===== src/hdl/pbc_pkg.sv =====
// package for the peripheral bus controller: cycle codes, timing counts, carriers
// assumes one 20 MHz clock shared with the processor local bus
package pbc_pkg;

	// ****************************************************************
	// cycle definition codes {mem_io, data_ctl, write_rd}
	// ****************************************************************
	localparam logic [2:0] CYC_INTERRUPT_ACK_N    = 3'h0;
	localparam logic [2:0] CYC_SPECIAL = 3'h1;
	localparam logic [2:0] CYC_IO_RD   = 3'h2;
	localparam logic [2:0] CYC_IO_WR   = 3'h3;
	localparam logic [2:0] CYC_CODE_RD = 3'h4;
	localparam logic [2:0] CYC_RSVD    = 3'h5;
	localparam logic [2:0] CYC_MEM_RD  = 3'h6;
	localparam logic [2:0] CYC_MEM_WR  = 3'h7;

	// ****************************************************************
	// timing counts
	// ****************************************************************
	localparam int CLK_MHZ          = 20;
	localparam int IO_WAIT_NS       = 150;
	localparam int IO_WAIT_CYC      = (IO_WAIT_NS * CLK_MHZ + 999) / 1000;
	localparam int TURNAROUND_GAP_NS         = 100;
	localparam int TURNAROUND_GAP_CYC        = (TURNAROUND_GAP_NS * CLK_MHZ + 999) / 1000;
	localparam int INTERRUPT_ACK_N_PULSE_NS    = 100;
	localparam int INTERRUPT_ACK_N_PULSE_CYC   = (INTERRUPT_ACK_N_PULSE_NS * CLK_MHZ + 999) / 1000;
	localparam int INTERRUPT_ACK_N_PULSES      = 2;
	localparam int ROM_WAIT_NS      = 150;
	localparam int ROM_WAIT_CYC     = (ROM_WAIT_NS * CLK_MHZ + 999) / 1000;

	// ****************************************************************
	// reset values and address map
	// ****************************************************************
	localparam logic [3:0]  SWAP_OFF      = 4'hf;
	localparam logic [31:0] ROM_BASE      = 32'hffff0000;
	localparam logic [31:0] ROM_MASK      = 32'hffff0000;
	localparam logic [31:0] IO_WIN_BASE   = 32'h000f0000;
	localparam logic [31:0] IO_WIN_MASK   = 32'hffff0000;
	localparam logic [3:0]  BE_NONE       = 4'hf;

	// ****************************************************************
	// carriers
	// ****************************************************************
	typedef struct packed {
		logic       mem_io;
		logic       data_ctl;
		logic       write_rd;
	} pbc_status_t;

	typedef struct packed {
		logic       io_read_cmd_n;
		logic       io_write_cmd_n;
		logic       io_cycle_qualifier_n;
		logic       rom_read_cmd_n;
		logic       interrupt_ack_n;
	} pbc_cmd_t;

	typedef struct packed {
		logic       swap16_buffer_enable_n;
		logic       swap8_upper_high_enable_n;
		logic       swap8_upper_low_enable_n;
		logic       swap8_high_enable_n;
	} pbc_swap_t;

	typedef enum logic [2:0] {
		ST_IDLE  = 3'b000,
		ST_CMD   = 3'b001,
		ST_DONE  = 3'b011,
		ST_GAP   = 3'b010,
		ST_IGAP  = 3'b110
	} pbc_state_t;

endpackage


===== src/hdl/pbc_peripheral_bus_control.sv =====
// peripheral bus controller between the processor local bus and slave i/o devices
// assumes status, address and byte lanes synchronous to clk; the processor holds
// them steady until ready; peripherals decode their own chip selects
//
// How it works
// - decode write/read, memory/io, data/control status and drive matching command
// - i/o read status asserts io read command to select driving peripheral
// - i/o write status asserts io write command so peripheral takes data
// - qualifier goes low for valid i/o cycle; read/write command follows it
// - memory or code read in boot rom region asserts rom read command
// - turnaround gap spaces successive peripheral accesses against contention
// - interrupt acknowledge cycle issues a sequence of acknowledge pulses
// - four byte-lane buffers, each enabled by its own byte enable line
// - 32-bit interface keeps all four swap buffer enables high always
// - empty or non-contiguous byte enable patterns never occur; treated don't-care
// - a 64 KB memory window aliases the whole i/o space
// - status sampled only while address strobe is asserted
// - ready output marks completion of the current bus cycle
// - wait states inserted by holding ready deasserted
module pbc_peripheral_bus_control #(
	parameter int IO_WAITS   = pbc_pkg::IO_WAIT_CYC,
	parameter int ROM_WAITS  = pbc_pkg::ROM_WAIT_CYC,
	parameter int GAP_CYCLES = pbc_pkg::TURNAROUND_GAP_CYC,
	parameter int ACK_WIDTH  = pbc_pkg::INTERRUPT_ACK_N_PULSE_CYC,
	parameter int ACK_PULSES = pbc_pkg::INTERRUPT_ACK_N_PULSES
) (
	input  wire logic                clk,
	input  wire logic                rst,
	input  wire logic                address_strobe_n,
	input  wire pbc_pkg::pbc_status_t status,
	input  wire logic [31:0]         address,
	input  wire logic [3:0]          byte_lane_enables_n,
	output logic                     ready_n,
	output pbc_pkg::pbc_cmd_t        cmd,
	output logic                     turnaround_gap,
	output logic [3:0]               lane_buffer_enable_n,
	output logic                     lane_write_dir,
	output pbc_pkg::pbc_swap_t       swap
);

	// ****************************************************************
	// cycle decode
	// ****************************************************************
	pbc_pkg::pbc_state_t state_q;
	logic [2:0]          cyc_q;
	logic                rom_hit_q;
	logic                io_alias_q;
	logic [7:0]          cnt_q;
	logic [3:0]          pulses_q;
	logic                ack_phase_q;

	// window match used for rom region and i/o alias
	function automatic logic in_window(input logic [31:0] a, input logic [31:0] base,
		input logic [31:0] mask);
		in_window = ((a & mask) == base);
	endfunction

	logic       strobe;
	logic [2:0] cyc_now;
	assign strobe  = !address_strobe_n && (state_q == pbc_pkg::ST_IDLE);
	assign cyc_now = {status.mem_io, status.data_ctl, status.write_rd};

	always_ff @(posedge clk) begin
		if (rst) begin
			cyc_q      <= pbc_pkg::CYC_SPECIAL;
			rom_hit_q  <= 1'b0;
			io_alias_q <= 1'b0;
		end else if (strobe) begin
			cyc_q      <= cyc_now;
			rom_hit_q  <= in_window(address, pbc_pkg::ROM_BASE, pbc_pkg::ROM_MASK);
			io_alias_q <= in_window(address, pbc_pkg::IO_WIN_BASE, pbc_pkg::IO_WIN_MASK);
		end
	end

	logic is_io_rd;
	logic is_io_wr;
	logic is_interrupt_ack_n;
	logic is_rom;
	// alias turns memory reads/writes in the window into i/o commands
	assign is_io_rd = (cyc_q == pbc_pkg::CYC_IO_RD) || (io_alias_q && cyc_q == pbc_pkg::CYC_MEM_RD);
	assign is_io_wr = (cyc_q == pbc_pkg::CYC_IO_WR) || (io_alias_q && cyc_q == pbc_pkg::CYC_MEM_WR);
	assign is_interrupt_ack_n  = (cyc_q == pbc_pkg::CYC_INTERRUPT_ACK_N);
	assign is_rom   = rom_hit_q && (cyc_q == pbc_pkg::CYC_MEM_RD || cyc_q == pbc_pkg::CYC_CODE_RD);

	// ****************************************************************
	// sequencer
	// ****************************************************************
	logic [7:0] waits;
	always_comb begin
		waits = 8'h01;
		if (is_io_rd || is_io_wr) begin
			waits = 8'(IO_WAITS);
		end else if (is_rom) begin
			waits = 8'(ROM_WAITS);
		end else if (is_interrupt_ack_n) begin
			waits = 8'(ACK_WIDTH);
		end
	end

	// state walk: idle, command with waits, done (ready), gap
	always_ff @(posedge clk) begin
		if (rst) begin
			state_q     <= pbc_pkg::ST_IDLE;
			cnt_q       <= 8'h00;
			pulses_q    <= 4'h0;
			ack_phase_q <= 1'b0;
		end else begin
			unique case (state_q)
				pbc_pkg::ST_IDLE: begin
					if (strobe) begin
						state_q     <= pbc_pkg::ST_CMD;
						cnt_q       <= 8'h00;
						pulses_q    <= 4'h0;
						ack_phase_q <= 1'b1;
					end
				end
				pbc_pkg::ST_CMD: begin
					// hold off ready while counting waits
					if (is_interrupt_ack_n) begin
						// pulse train, low then high gap, per pulse
						if (cnt_q + 8'h01 >= waits) begin
							cnt_q       <= 8'h00;
							ack_phase_q <= !ack_phase_q;
							if (!ack_phase_q) begin
								pulses_q <= pulses_q + 4'h1;
							end
							if (ack_phase_q && (pulses_q + 4'h1 >= 4'(ACK_PULSES))) begin
								state_q <= pbc_pkg::ST_DONE;
							end
						end else begin
							cnt_q <= cnt_q + 8'h01;
						end
					end else if (cnt_q + 8'h01 >= waits) begin
						state_q <= pbc_pkg::ST_DONE;
					end else begin
						cnt_q <= cnt_q + 8'h01;
					end
				end
				pbc_pkg::ST_DONE: begin
					cnt_q <= 8'h00;
					// peripheral access is followed by a recovery gap
					if (is_io_rd || is_io_wr || is_interrupt_ack_n || is_rom) begin
						state_q <= pbc_pkg::ST_GAP;
					end else begin
						state_q <= pbc_pkg::ST_IGAP;
					end
				end
				pbc_pkg::ST_GAP: begin
					if (cnt_q + 8'h01 >= 8'(GAP_CYCLES)) begin
						state_q <= pbc_pkg::ST_IDLE;
					end else begin
						cnt_q <= cnt_q + 8'h01;
					end
				end
				pbc_pkg::ST_IGAP: begin
					state_q <= pbc_pkg::ST_IDLE;
				end
				default: begin
					state_q <= pbc_pkg::ST_IDLE;
				end
			endcase
		end
	end

	// ****************************************************************
	// registered outputs
	// ****************************************************************
	logic in_cmd;
	assign in_cmd = (state_q == pbc_pkg::ST_CMD);

	logic io_start;
	// qualifier leads the command, aliased memory cycles included
	// so that a decoder never sees a read or write strobe before its qualifier
	assign io_start = strobe && ((cyc_now == pbc_pkg::CYC_IO_RD) || (cyc_now == pbc_pkg::CYC_IO_WR) ||
		(in_window(address, pbc_pkg::IO_WIN_BASE, pbc_pkg::IO_WIN_MASK) &&
		(cyc_now == pbc_pkg::CYC_MEM_RD || cyc_now == pbc_pkg::CYC_MEM_WR)));

	// ready low exactly one cycle to end the bus cycle
	// the acknowledge train ends on the last edge of its final active phase
	always_ff @(posedge clk) begin
		if (rst) begin
			ready_n <= 1'b1;
		end else begin
			ready_n <= !(in_cmd && !is_interrupt_ack_n && (cnt_q + 8'h01 >= waits)) &&
				!(in_cmd && is_interrupt_ack_n && ack_phase_q && (cnt_q + 8'h01 >= waits) &&
				(pulses_q + 4'h1 >= 4'(ACK_PULSES)));
		end
	end

	// commands held while in command state, dropped with ready
	always_ff @(posedge clk) begin
		if (rst) begin
			cmd <= '1;
		end else begin
			cmd.io_cycle_qualifier_n <= !(io_start ||
				(in_cmd && (is_io_rd || is_io_wr) && cnt_q + 8'h01 < waits));
			cmd.io_read_cmd_n  <= !(in_cmd && is_io_rd && cnt_q + 8'h01 < waits);
			cmd.io_write_cmd_n <= !(in_cmd && is_io_wr && cnt_q + 8'h01 < waits);
			// rom read held during rom cycle
			cmd.rom_read_cmd_n <= !(in_cmd && is_rom && cnt_q + 8'h01 < waits);
			// acknowledge low on the active phase of each pulse
			// registered from the phase that follows this edge, so each pulse is full width
			cmd.interrupt_ack_n <= !((strobe && cyc_now == pbc_pkg::CYC_INTERRUPT_ACK_N) ||
				(in_cmd && is_interrupt_ack_n && (ack_phase_q ^ (cnt_q + 8'h01 >= waits))));
		end
	end

	// recovery signal high through the gap
	always_ff @(posedge clk) begin
		if (rst) begin
			turnaround_gap <= 1'b0;
		end else begin
			turnaround_gap <= (state_q == pbc_pkg::ST_DONE && (is_io_rd || is_io_wr || is_interrupt_ack_n || is_rom)) ||
				(state_q == pbc_pkg::ST_GAP && cnt_q + 8'h01 < 8'(GAP_CYCLES));
		end
	end

	// each lane buffer follows its own byte enable during every bus cycle, data or control
	always_ff @(posedge clk) begin
		if (rst) begin
			lane_buffer_enable_n <= pbc_pkg::BE_NONE;
			lane_write_dir       <= 1'b0;
		end else begin
			if (strobe || in_cmd) begin
				lane_buffer_enable_n <= byte_lane_enables_n;
			end else begin
				lane_buffer_enable_n <= pbc_pkg::BE_NONE;
			end
			if (strobe) begin
				lane_write_dir <= status.write_rd;
			end
		end
	end

	// 32-to-32 interface never swaps, whatever the pattern
	always_ff @(posedge clk) begin
		if (rst) begin
			swap <= pbc_pkg::SWAP_OFF;
		end else begin
			swap <= pbc_pkg::SWAP_OFF;
		end
	end
endmodule


===== config.mk =====
export PLATFORM = sky130hd
export DESIGN_NAME = pbc_peripheral_bus_control
export DESIGN_NICKNAME = d
export VERILOG_FILES = /design/src/hdl/pbc_pkg.sv /design/src/hdl/pbc_peripheral_bus_control.sv
export SDC_FILE = /design/constraint.sdc
export NUM_CORES = 1
export LEC_CHECK = 0
export BUFFER_PORTS_ARGS = -buffer_cell sky130_fd_sc_hd__buf_2
export CELL_PAD_IN_SITES_DETAIL_PLACEMENT = 1
export CELL_PAD_IN_SITES_GLOBAL_PLACEMENT = 1
export CORE_MARGIN = 1
export CORE_UTILIZATION = 36
export CTS_CLUSTER_SIZE = 40
export DETAILED_ROUTE_END_ITERATION = 8
export PLACE_DENSITY = 0.87
export SETUP_SLACK_MARGIN = 0.4
export SLEW_MARGIN = 20
export SYNTH_ARGS = -nofsm -noshare
export SYNTH_HDL_FRONTEND = slang
export SYNTH_SLANG_ARGS = --single-unit
export TNS_END_PERCENT = 1

===== constraint.sdc =====
create_clock -name clk -period 3 [get_ports clk]
set_clock_uncertainty 0.05 [all_clocks]
set_input_delay 0.45 -clock clk [delete_from_list [all_inputs] [get_ports clk]]
set_output_delay 0.45 -clock clk [all_outputs]
set_load 0.01 [all_outputs]

== After elaboration in Yosys (flattened, before gate mapping) ==
Cells that the tools add are included.

* Add/sub/neg operators: 2
* Magnitude comparators: 5
* Equal/unequal tests: 22
* Mux-type cells: 26
* Bitwise gates (word level): 2
* Reductions and logical operators: 59

{| class="wikitable"
|+ Operators with widths
! kind !! count
|-
| $mux W8 || 5
|-
| $pmux W8 S4 || 1
|-
| $logic_and A1 B1 Y1 || 26
|-
| $mux W3 || 7
|-
| $eq A3 B2 Y1 const B || 6
|-
| $eq A16 B16 Y1 const B || 1
|-
| $eq A16 B4 Y1 const B || 1
|-
| $mux W4 || 4
|-
| $eq A3 B3 Y1 const B || 5
|-
| $logic_or A1 B1 Y1 || 13
|-
| $pmux W3 S4 || 1
|-
| $reduce_and A4 Y1 || 3
|-
| $logic_not A1 Y1 || 10
|-
| $ne A2 B2 Y1 const B || 5
|-
| $logic_not A3 Y1 || 3
|-
| $add A8 B1 Y8 const B || 1
|-
| $ge A8 B2 Y1 const B || 1
|-
| $ge A8 B8 Y1 || 1
|-
| $lt A8 B2 Y1 const B || 1
|-
| $lt A8 B8 Y1 || 1
|-
| $pmux W4 S2 || 1
|-
| $mux W2 || 3
|-
| $reduce_and A5 Y1 || 1
|-
| $add A4 B1 Y4 const B || 1
|-
| 12 further kinds || 14
|}

* Flip-flop bits (word level): 33
* Output and inout bits: 16
* Word-level logic and storage cells: 132

== Depth between registers and ports, before layout ==
Gate-level depths: netlist of the first run.

* Depth after elaboration: 10
* Gate-level depth with buffers: 9

== Worst setup path after synthesis of the first run ==
OpenSTA, ideal clock, no wires.

* Kind: reg-to-reg
* From: register cyc_q[1]
* To: register cnt_q[0]
* Setup time: 0.072 ns
* Arrival time: 2.149 ns
* Slack: 0.730 ns
* Cell stages (with the launch flop): 9
* Buffers on the path: 1
* Clock period less this slack: 2.270 ns
* Cells stage by stage: dfxtp_1 > or3_1 > clkbuf_1 > ha_1 > nand2b_1 > a21oi_1 > nand3_2 > a32oi_4 > mux2i_1

* Cells in the longest elaborated chain, start to end: 9
* Elaborated cells on any way between the ends: 22
* Classes of those cells: 1 x order compare; 6 x eq/ne; 6 x mux; 9 x reduce/logical

{| class="wikitable"
|+ RTL lines
! item !! RTL line !! source
|-
| start: declaration || pbc_peripheral_bus_control.sv:45 || <nowiki>logic [2:0] cyc_q;</nowiki>
|-
| start signal: assignment || pbc_peripheral_bus_control.sv:65 || <nowiki>cyc_q <= pbc_pkg::CYC_SPECIAL;</nowiki>
|-
| start signal: assignment || pbc_peripheral_bus_control.sv:69 || <nowiki>cyc_q <= cyc_now;</nowiki>
|-
| $eq A3 B3 Y1, on equally long branches || pbc_peripheral_bus_control.sv:80, pbc_peripheral_bus_control.sv:83, pbc_peripheral_bus_control.sv:81 ||
|-
| $logic_or A1 B1 Y1 (tied with other cells) || pbc_peripheral_bus_control.sv:83 || <nowiki>assign is_rom = rom_hit_q && (cyc_q == pbc_pkg::CYC_MEM_RD || cyc_q == pbc_pkg::CYC_CODE_RD);</nowiki>
|-
| $logic_and A1 B1 Y1 (tied with other cells) || pbc_peripheral_bus_control.sv:83 ||
|-
| $mux W2 / $logic_or A1 B1 Y1 (equally long branches) || pbc_peripheral_bus_control.sv:93, pbc_peripheral_bus_control.sv:91 ||
|-
| $mux W2 || pbc_peripheral_bus_control.sv:91 || <nowiki>if (is_io_rd || is_io_wr) begin</nowiki>
|-
| $ge A8 B8 Y1 || pbc_peripheral_bus_control.sv:121, pbc_peripheral_bus_control.sv:133 ||
|-
| $mux W8 || pbc_peripheral_bus_control.sv:121 || <nowiki>if (cnt_q + 8'h01 >= waits) begin</nowiki>
|-
| $mux W8 || pbc_peripheral_bus_control.sv:119 || <nowiki>if (is_interrupt_ack_n) begin</nowiki>
|-
| $pmux W8 S4 || pbc_peripheral_bus_control.sv:108 || <nowiki>unique case (state_q)</nowiki>
|-
| end signal: assignment || pbc_peripheral_bus_control.sv:131 || <nowiki>cnt_q <= cnt_q + 8'h01;</nowiki>
|-
| end signal: assignment || pbc_peripheral_bus_control.sv:136 || <nowiki>cnt_q <= cnt_q + 8'h01;</nowiki>
|-
| end signal: assignment || pbc_peripheral_bus_control.sv:152 || <nowiki>cnt_q <= cnt_q + 8'h01;</nowiki>
|-
| end: declaration || pbc_peripheral_bus_control.sv:48 || <nowiki>logic [7:0] cnt_q;</nowiki>
|}

Several ways; a longest one is shown, not always the timed one.
A chain may end at the register's enable or synchronous reset.

== Final worst setup path of the first run ==
* From: register cnt_q[1]
* To: register cnt_q[0]

* Cells in the longest elaborated chain, start to end: 5
* Elaborated cells on any way between the ends: 9
* Classes of those cells: 1 x add/sub; 2 x order compare; 2 x eq/ne; 3 x mux; 1 x reduce/logical

{| class="wikitable"
|+ RTL lines
! item !! RTL line
|-
| $add A8 B1 Y8 * || pbc_peripheral_bus_control.sv:121, pbc_peripheral_bus_control.sv:133, pbc_peripheral_bus_control.sv:149
|-
| $ge A8 B8 Y1 || pbc_peripheral_bus_control.sv:121, pbc_peripheral_bus_control.sv:133
|-
| $mux W8 || pbc_peripheral_bus_control.sv:121
|-
| $mux W8 || pbc_peripheral_bus_control.sv:119
|-
| $pmux W8 S4 || pbc_peripheral_bus_control.sv:108
|}

Mark *: on every way between the ends. The rest lies on a longest branch, timed or not.

==> flow_metrics.py, run 1 <==
metrics = {
    "run_status": {
        "outcome": "finished with violations",
        "violations": "DRC",
    },
    "clock_tree": {
        "clkLatencyLatePin_ps": 290,
        "cts_sinks": 33,
        "clockBufferDepth": 2,
        "cts-buffers-inserted": 5,
        "cts_root_buffer": "clkbuf_8",
        "htreeDepth": 2,
        "cts_tree": "done",
        "path_clk_slew_ps": 70,
    },
    "grt": {
        "grt_pass1_wl_mm": 7.22,
        "grt_usage_pct": 18.2,
        "antenna_found_initial": 0,
        "grt_pass1_vias": 1594,
        "grt_max_degree": 35,
        "grt-ovfl-total": 0,
    },
    "route": {
        "drc": 6,
        "via_per_inst": 5.53,
        "wirelength_mm": 4.23,
        "vias": 1581,
        "wl_per_cell_um": 14.8,
        "first_iter_violations": 68,
        "ant_nets": 0,
        "drtPass1Iterations": 6,
    },
    "power_and_ir_drop": {
        "powerDensity_nw_per_um2": 606,
        "leakage_nw": 0.784,
        "ir_worst_vdd_v": 0.000224,
    },
    "sta": {
        "tightest_slew_ps": 572,
        "rsz0062_at_grt": "yes",
        "setup_viol": 0,
        "slew_viol_final": 0,
        "fin_crit_ps": 2450,
        "fin_setup_tns_ps": 0,
        "relSlewSlack_pct": 61.5,
        "period_share_pct": 81.5,
        "fmax_ghz": 0.409,
        "hold_viol": 0,
    },
    "synth": {
        "ys_warn_count": 0,
        "synth_edf_count": 0,
        "syn_area_per_cell_um2": 8.84,
        "synth_top_flop_cell": "dfxtp_1",
        "async_flop_share_pct": 0,
        "seq_area_frac_synth_pct": 38.7,
        "synth_area_um2": 1710,
        "synthDistinctLibCells": 48,
        "syn_inst": 193,
        "ys_seq_elements": 33,
    },
    "hold_path": {
        "hp-class": "primary input to flip-flop",
    },
    "flow_run": {
        "cap_viol_max_count": 0,
    },
    "setup_path": {
        "cp.arrival_ps": 2620,
        "crit_required_ps": 3170,
        "crit_path_max_incr_delay_ps": 460,
        "worst_setup_path_start_kind": "flip-flop",
        "worst-setup-path-type": "flip-flop to flip-flop",
        "path_max_fanout": 8,
        "crit_chain": "inv_1, ha_1, inv_1, ha_1, a21oi_1, nand3_2, a32oi_4, mux2i_1",
        "slowest_stage": "dfxtp_1",
        "crit_path_end_kind": "flip-flop",
    },
    "final_layout": {
        "area_growth_pct": 19.4,
        "drive_above_1_share_pct": 27.8,
        "n_antenna_cell": 0,
        "finish.utilization_pct": 45.8,
        "nNetsFinal": 281,
    },
    "placed_design": {
        "port_buffers": 37,
        "hpwl_mm": 3.08,
        "finalWeightedCongestion": 0.786,
    },
    "die": {
        "initial_utilization_pct": 38.4,
        "die_h_um": 70.9,
        "rows": 24,
        "io_pins": 58,
        "die_x_um": 70.9,
        "core_area_um2": 4440,
        "die_area_um2": 5020,
    },
}
## path summary, 6_finish.rpt
kind | from | to | slack [ps] | depth (start not counted)
max | cnt_q[1]$_SDFFE_PP0P_ | cnt_q[0]$_SDFFE_PP0P_ | 550 | 8
min | byte_lane_enables_n[3] | lane_buffer_enable_n[3]$_SDFF_PP1_ | 300 | 2
max reg2reg | cnt_q[1]$_SDFFE_PP0P_ | cnt_q[0]$_SDFFE_PP0P_ | 550 | 8
min reg2reg | rom_hit_q$_SDFFE_PP0P_ | cmd[1]$_SDFF_PP1_ | 390 | 1
## power breakdown
group / internal (mW) / switching, mW / leakage (nW)
Sequential: 0.470 / 0.0410 / 0.269
Combinational: 0.160 / 0.229 / 0.471
Clock: 0.160 / 0.173 / 0.0439
## Yosys cell counts, drive strengths merged (3+ instances only)
cell type	number	area (um2)
nand2	16	60.1
o41ai	3	26.3
nor4	6	37.5
nor2	8	30.0
a211o	5	45.0
nand4	9	62.6
xnor2	3	26.3
a21oi	15	75.1
buf	4	30.0
and2	3	22.5
nand4b	3	26.3
inv	10	37.5
dfxtp	33	661
nor3	8	40.0
nand2b	10	62.6
nand3	4	25.0
or2	3	18.8
ha	6	75.1
nor3b	6	45.0
clkbuf	8	30.0
## critical path, delay by kind of cell, from the launching register on
family / cells / cell delay, ps
AND/OR/NAND/NOR: 1 / 190
flip-flops: 1 / 460
multiplexers: 1 / 210
AO/OA/AOI/OAI: 2 / 650
buffers and inverters: 2 / 130
adder cells (fa/ha/maj): 2 / 670
## stage by stage
stage	std cells	hold WS [ps]	worst slack [ps]	power, mW	area (um2)
3_3_place_gp	274	349	529	0.880	1920
6_report	286	298	554	1.23	2040
2_1_floorplan	196	331	730	0.790	1720
4_1_cts	282	291	444	1.23	2000
5_1_grt	286	298	341	1.31	2040
3_5_place_dp	274	368	474	0.890	1920
## layer usage
metal / GRT usage [%] / part of all wire [%]
met5: 0 / 0
met4: 6.89 / 1.7
met2: 30.3 / 50
met3: 4.27 / 3.5
met1: 22.9 / 44
## registers in the layout, summed over array words and instances, names as in the netlist
register / cells
turnaround_gap: 1
pulses_q: 4
ack_phase_q: 1
io_alias_q: 1
lane_buffer_enable_n: 4
state_q: 3
ready_n: 1
cnt_q: 8
rom_hit_q: 1
cyc_q: 3
cmd: 5
lane_write_dir: 1
## what timing repair did
item	in CTS	in global routing
gates resized for setup	0	2
setup endpoints to repair	0	14
hold buffers	0	0
setup buffers	0	4
## final cells by class
| type | instances | area [um2] |
|---|---|---|
| well taps | 52 | 65.1 |
| fillers | 562 | 2410 |
| multi-input cells | 141 | 965 |
| clock inverters | 3 | 17.5 |
| clock buffers | 5 | 68.8 |
| flip-flops and latches | 33 | 661 |
| inverters | 10 | 37.5 |
| repair buffers | 42 | 223 |
## cells by family after synthesis
logic type                 synth area share (%)
and+or+nand+nor                            29.0
AOI/OAI and AO/OA                          18.2
DFF                                        38.7
buffers and inverters                      5.72
adders and majority gates                  4.40
xor gates and xnor gates                   2.57
muxes                                      1.17
other                                     0.220
## layout by cell type (no fill, tap or decap), drive strengths merged, types with 3 or more instances in the layout
cell type and count:
buf 42, dfxtp 33, nand2 16, a21oi 15
inv 10, nand2b 10, nand4 9, nor3 8
nor2 8, nor4 6, nor3b 6, ha 6
clkbuf 5, a211o 5, conb 4, nand3 4
xnor2 3, nand4b 3, o41ai 3, or2 3
and2 3
(Power assumes the default switching activity.)
==> inputs of run 2 (changes only) <==
Settings changed: CORE_UTILIZATION 36 to 33, PLACE_DENSITY 0.87 to 0.84.
Clock period 3 ns to 2.2 ns, I/O delays scaled along.
==> run 2 against run 1 <==
The flow now finishes without violations. Fmax rose by 14%. Die area increased by 8.8%. Combinational power increased by 110%. Via count increased by 1.4%. First-iteration DRC count shrank 19%. Clock power is 100% higher. Power grew 76%. Register-to-register slack worse by 500 ps. Design area is 13% higher. Utilization rose by 1.7 points.
==> flow_metrics.py, run 2 (synthesis gave the netlist of run 1 again) <==
metrics = {
    "run_status": {
        "outcome": "finished clean",
    },
    "clock_tree": {
        "path_clk_slew_ps": 70,
        "htreeDepth": 2,
        "cts_root_buffer": "clkbuf_8",
        "cts-buffers-inserted": 5,
        "clockBufferDepth": 2,
        "cts_tree": "done",
        "clkLatencyLatePin_ps": 290,
        "cts_sinks": 33,
    },
    "power_and_ir_drop": {
        "powerDensity_nw_per_um2": 943,
        "switching_share_pct": 31.2,
        "internal-power_mw": 1.49,
        "power_frac_clock_pct": 31.4,
        "seqPwrFrac_pct": 31.9,
        "ir_worst_vdd_v": 0.000338,
        "leakage_nw": 0.891,
        "p_comb_share_pct": 36.8,
        "power.total_mw": 2.17,
        "p_sw_mw": 0.677,
    },
    "sta": {
        "slew_viol_final": 0,
        "fin_crit_ps": 2150,
        "relSlewSlack_pct": 60.6,
        "fmax_ghz": 0.466,
        "rsz0062_at_grt": "yes",
        "tightest_slew_ps": 592,
        "period_share_pct": 97.6,
        "hold_viol": 0,
        "fin_setup_tns_ps": 0,
        "setup_viol": 0,
    },
    "setup_path": {
        "path_max_fanout": 5,
        "path_buf_inv": 1,
        "cp.arrival_ps": 2250,
        "crit_end": "cnt_q[3]$_SDFFE_PP0P_",
        "crit_required_ps": 2300,
        "crit_path_end_kind": "flip-flop",
        "worst-path-stages": 8,
        "crit_chain": "or3_4, ha_4, nand2b_4, a21oi_4, nand3_2, a32oi_4, buf_6, nor3b_1",
        "crit_path_max_incr_delay_ps": 390,
        "r2r_setup_slack_ps": 50,
        "worst_setup_path_start_kind": "flip-flop",
        "cp_top_family": "simple AND/OR/NAND/NOR gates",
        "slowest_stage": "or3_4",
        "startpoint": "cyc_q[2]$_SDFFE_PP0P_",
        "rr_worst_depth": 8,
        "regToRegEndpoint": "cnt_q[3]$_SDFFE_PP0P_",
        "worst-setup-path-type": "flip-flop to flip-flop",
        "reg2reg_from": "cyc_q[2]$_SDFFE_PP0P_",
    },
    "grt": {
        "grt_usage_pct": 17.2,
        "grt_pass1_vias": 1585,
        "grt_pass1_wl_mm": 7.04,
        "grt-ovfl-total": 0,
        "grt_max_degree": 35,
        "antenna_found_initial": 0,
    },
    "die": {
        "initial_utilization_pct": 35.2,
        "rows": 25,
        "core_area_um2": 4850,
        "die_area_um2": 5460,
        "io_pins": 58,
        "die_h_um": 73.9,
        "die_x_um": 73.9,
    },
    "final_layout": {
        "largest_reg_flops": 8,
        "finish.utilization_pct": 47.5,
        "seq_area_um2": 669,
        "nNetsFinal": 295,
        "final_cell_mix": "37 x buf_2, 30 x dfxtp_1, 16 x nand2_1, 16 x buf_4, 14 x a21oi_1",
        "top_regs": "cnt_q (8), cmd (5)",
        "postLayoutCellArea_um2": 2300,
        "n_antenna_cell": 0,
        "drive_above_1_share_pct": 36.3,
        "regMostFlops": "cnt_q",
        "mostFrequentLayoutCell": "buf_2",
        "multi_input_area_um2": 1040,
        "fillers": 574,
        "area_growth_pct": 35.0,
    },
    "route": {
        "via_per_inst": 5.09,
        "vias": 1603,
        "first_iter_violations": 55,
        "drc": 0,
        "wirelength_mm": 4.49,
        "drtPass1Iterations": 4,
        "ant_nets": 0,
        "wl_per_cell_um": 14.3,
    },
    "hold_path": {
        "hp-class": "primary input to flip-flop",
        "hold_start": "byte_lane_enables_n[1]",
    },
    "placed_design": {
        "hpwl_mm": 3.22,
        "port_buffers": 37,
        "placed_cell_area_um2": 2070,
        "finalWeightedCongestion": 0.739,
    },
    "flow_run": {
        "cap_viol_max_count": 0,
    },
}
-- run 2: cell count changes in the layout (fill, tap and decap cells not counted), sizes merged --
| cell | previous run | this run |
|---|---|---|
| clkinvlp | 1 | 0 |
| clkinv | 2 | 1 |
| bufinv | 0 | 2 |
| buf | 42 | 56 |
-- run 2: through the flow --
| step | hold WS (ps) | setup slack (ps) | cells |
|---|---|---|---|
| after floorplan | 331 | 87.3 | 196 |
| after global placement | 345 | 30.0 | 303 |
| after detailed placement | 360 | -2.30 | 303 |
| after CTS | 165 | 97.6 | 314 |
| after global routing | 162 | -23.5 | 315 |
| final | 171 | 53.6 | 315 |
-- run 2: layout make-up --
class,count,area share [%]
clock buffers,5,2.99
well taps,67,3.64
inverters,10,1.63
multi-input cells,141,45.1
repair buffers,56,14.7
flip-flops and latches,33,29.1
clock inverters,3,2.82
-- run 2: metal layers --
metal	part of all wire, %	up-vias	global-route usage [%]
met3	3.6	6	4.53
li1	-	803	-
met5	0	-	0
met4	1.5	0	7.05
met1	44	761	20.9
met2	51	33	28.9
-- run 2: power groups by stage --
stage | Clock (mW) | Combinational (mW) | Sequential [mW]
after floorplan | 0 | 0.430 | 0.702
after global placement | 0 | 0.639 | 0.698
after detailed placement | 0 | 0.656 | 0.700
after CTS | 0.696 | 0.726 | 0.692
after global routing | 0.724 | 0.864 | 0.699
final | 0.681 | 0.799 | 0.692
-- run 2: repair_timing --
item / CTS / global route
endpoints found under the setup margin: 20 / 27
hold buffers: 0 / 0
gates resized for setup: 11 / 4
pin swaps: 6 / 6
setup buffers: 3 / 1
-- run 2: worst min path at each step --
stage	to	slack, ps	cells past startpoint
2_1_floorplan	cmd[1]$_SDFF_PP1_	330	1
3_3_place_gp	cmd[1]$_SDFF_PP1_	350	1
3_5_place_dp	cmd[1]$_SDFF_PP1_	360	1
4_1_cts	lane_buffer_enable_n[1]$_SDFF_PP1_	170	2
5_1_grt	lane_buffer_enable_n[2]$_SDFF_PP1_	160	2
6_report	lane_buffer_enable_n[1]$_SDFF_PP1_	170	2
==> inputs of run 3 (changes only) <==
Settings changed: CORE_ASPECT_RATIO set to 1.4, CTS_CLUSTER_SIZE 40 to 14.
==> run 3 against run 2 <==
Clock power shrank 12%. Largest cell class unchanged. Worst setup slack gained 34 ps. Design area shrank 2.3%. Final cell count shrank 1.9%. Critical endpoint is now ack_phase_q$_SDFFE_PP0P_. Hold slack is essentially flat.
==> flow_metrics.py, run 3 (synthesis gave the netlist of run 1 again) <==
metrics = {
    "run_status": {
        "outcome": "finished clean",
    },
    "grt": {
        "antenna_found_initial": 0,
        "grt-ovfl-total": 0,
        "grt_usage_pct": 17.9,
        "grt_max_degree": 35,
        "grt_pass1_vias": 1677,
        "grt_pass1_wl_mm": 7.48,
    },
    "power_and_ir_drop": {
        "ir_worst_vdd_v": 0.000550,
        "internal-power_mw": 1.37,
        "powerDensity_nw_per_um2": 908,
        "power_frac_clock_pct": 29.2,
        "p_sw_mw": 0.671,
        "p_comb_share_pct": 37.1,
        "switching_share_pct": 32.8,
        "power.total_mw": 2.04,
        "leakage_nw": 0.867,
        "seqPwrFrac_pct": 33.7,
    },
    "die": {
        "core_area_um2": 4920,
        "initial_utilization_pct": 34.7,
        "io_pins": 58,
        "die_x_um": 62.8,
        "rows": 30,
        "die_h_um": 87.1,
        "die_area_um2": 5470,
    },
    "setup_path": {
        "startpoint": "cyc_q[2]$_SDFFE_PP0P_",
        "slowest_stage": "or3_4",
        "worst_setup_path_start_kind": "flip-flop",
        "path_max_fanout": 8,
        "reg2reg_from": "cyc_q[2]$_SDFFE_PP0P_",
        "crit_path_max_incr_delay_ps": 390,
        "cp.arrival_ps": 2250,
        "worst-setup-path-type": "flip-flop to flip-flop",
        "crit_path_end_kind": "flip-flop",
        "crit_required_ps": 2340,
        "path_buf_inv": 0,
        "crit_chain": "or3_4, ha_4, nand2b_4, a21oi_4, nand4_4, and2_4, a311oi_2",
        "cp_top_family": "simple AND/OR/NAND/NOR gates",
    },
    "sta": {
        "tightest_slew_ps": 611,
        "setup_viol": 0,
        "hold_viol": 0,
        "rsz0062_at_grt": "yes",
        "slew_viol_final": 0,
        "hold-worst-slack_ps": 171,
        "fin_crit_ps": 2110,
        "relSlewSlack_pct": 59.3,
        "fmax_ghz": 0.473,
        "period_share_pct": 96.0,
        "fin_ws_ps": 87.6,
    },
    "route": {
        "drc": 0,
        "wl_per_cell_um": 14.9,
        "via_per_inst": 5.27,
        "wirelength_mm": 4.60,
        "first_iter_violations": 23,
        "drtPass1Iterations": 4,
        "ant_nets": 0,
        "vias": 1629,
    },
    "hold_path": {
        "hp-class": "primary input to flip-flop",
        "hold_start": "byte_lane_enables_n[0]",
    },
    "placed_design": {
        "finalWeightedCongestion": 0.742,
        "post-place-ws_ps": -44.8,
        "port_buffers": 37,
        "hpwl_mm": 3.28,
    },
    "clock_tree": {
        "clkLatencyLatePin_ps": 290,
        "holdBufCountCts": 0,
        "cts_root_buffer": "clkbuf_8",
        "path_clk_slew_ps": 70,
        "clockBufferDepth": 2,
        "cts-buffers-inserted": 5,
        "htreeDepth": 2,
        "cts_sinks": 33,
        "cts_tree": "done",
    },
    "final_layout": {
        "drive_above_1_share_pct": 35.1,
        "largest_reg_flops": 8,
        "regMostFlops": "cnt_q",
        "area_growth_pct": 31.8,
        "finish.utilization_pct": 45.8,
        "mostFrequentLayoutCell": "buf_2",
        "top_regs": "cnt_q (8), cmd (5)",
        "n_antenna_cell": 0,
        "fillers": 606,
        "final_cell_mix": "37 x buf_2, 29 x dfxtp_1, 16 x nand2_1",
        "nNetsFinal": 292,
    },
    "flow_run": {
        "cap_viol_max_count": 0,
    },
}
## run 3: cell type report
cell class / count / area [um2] / share of cell area [%]
multi-input cells: 141 / 1040 / 46.1
inverters: 10 / 37.5 / 1.67
well taps: 64 / 80.1 / 3.56
clock buffers: 7 / 86.3 / 3.84
repair buffers: 53 / 313 / 13.9
flip-flops and latches: 33 / 666 / 29.6
clock inverters: 1 / 30.0 / 1.33
## run 3: worst paths after layout
path | endpoint | cells after the start | slack, ps
max | ack_phase_q$_SDFFE_PP0P_ | 7 | 90
min | lane_buffer_enable_n[0]$_SDFF_PP1_ | 2 | 170
max reg2reg | ack_phase_q$_SDFFE_PP0P_ | 7 | 90
min reg2reg | cmd[1]$_SDFF_PP1_ | 1 | 380
## run 3: repair_timing
action                                  in CTS  in global routing
pin swaps                                    7                  6
endpoints found under the setup margin      20                 27
buffers inserted                             3                  2
gates resized for setup                      8                  4
## run 3: power groups by stage
stage,Combinational [mW],Clock [mW],Sequential [mW]
3_3_place_gp,0.628,0,0.693
3_5_place_dp,0.655,0,0.697
2_1_floorplan,0.430,0,0.702
6_report,0.759,0.596,0.689
5_1_grt,0.825,0.624,0.694
4_1_cts,0.714,0.606,0.687
## run 3: metrics by stage
step                cell area (um2)  instances  setup TNS, ps
floorplan                      1760        196              0
global placement               2040        296              0
detailed placement             2040        296           -102
CTS                            2210        307              0
global route                   2250        309          -15.7
finish                         2250        309              0
## run 3: metal layers
layer  up-vias  GRT usage, %  share of wire (%)  wire length (um)
met5         -             0                  0                 0
met4         0          8.46                2.7               125
met3        10          3.93                2.7               126
met2        35          36.4                 57              2630
met1       786          16.5                 37              1720
li1        798             -                  -                 -
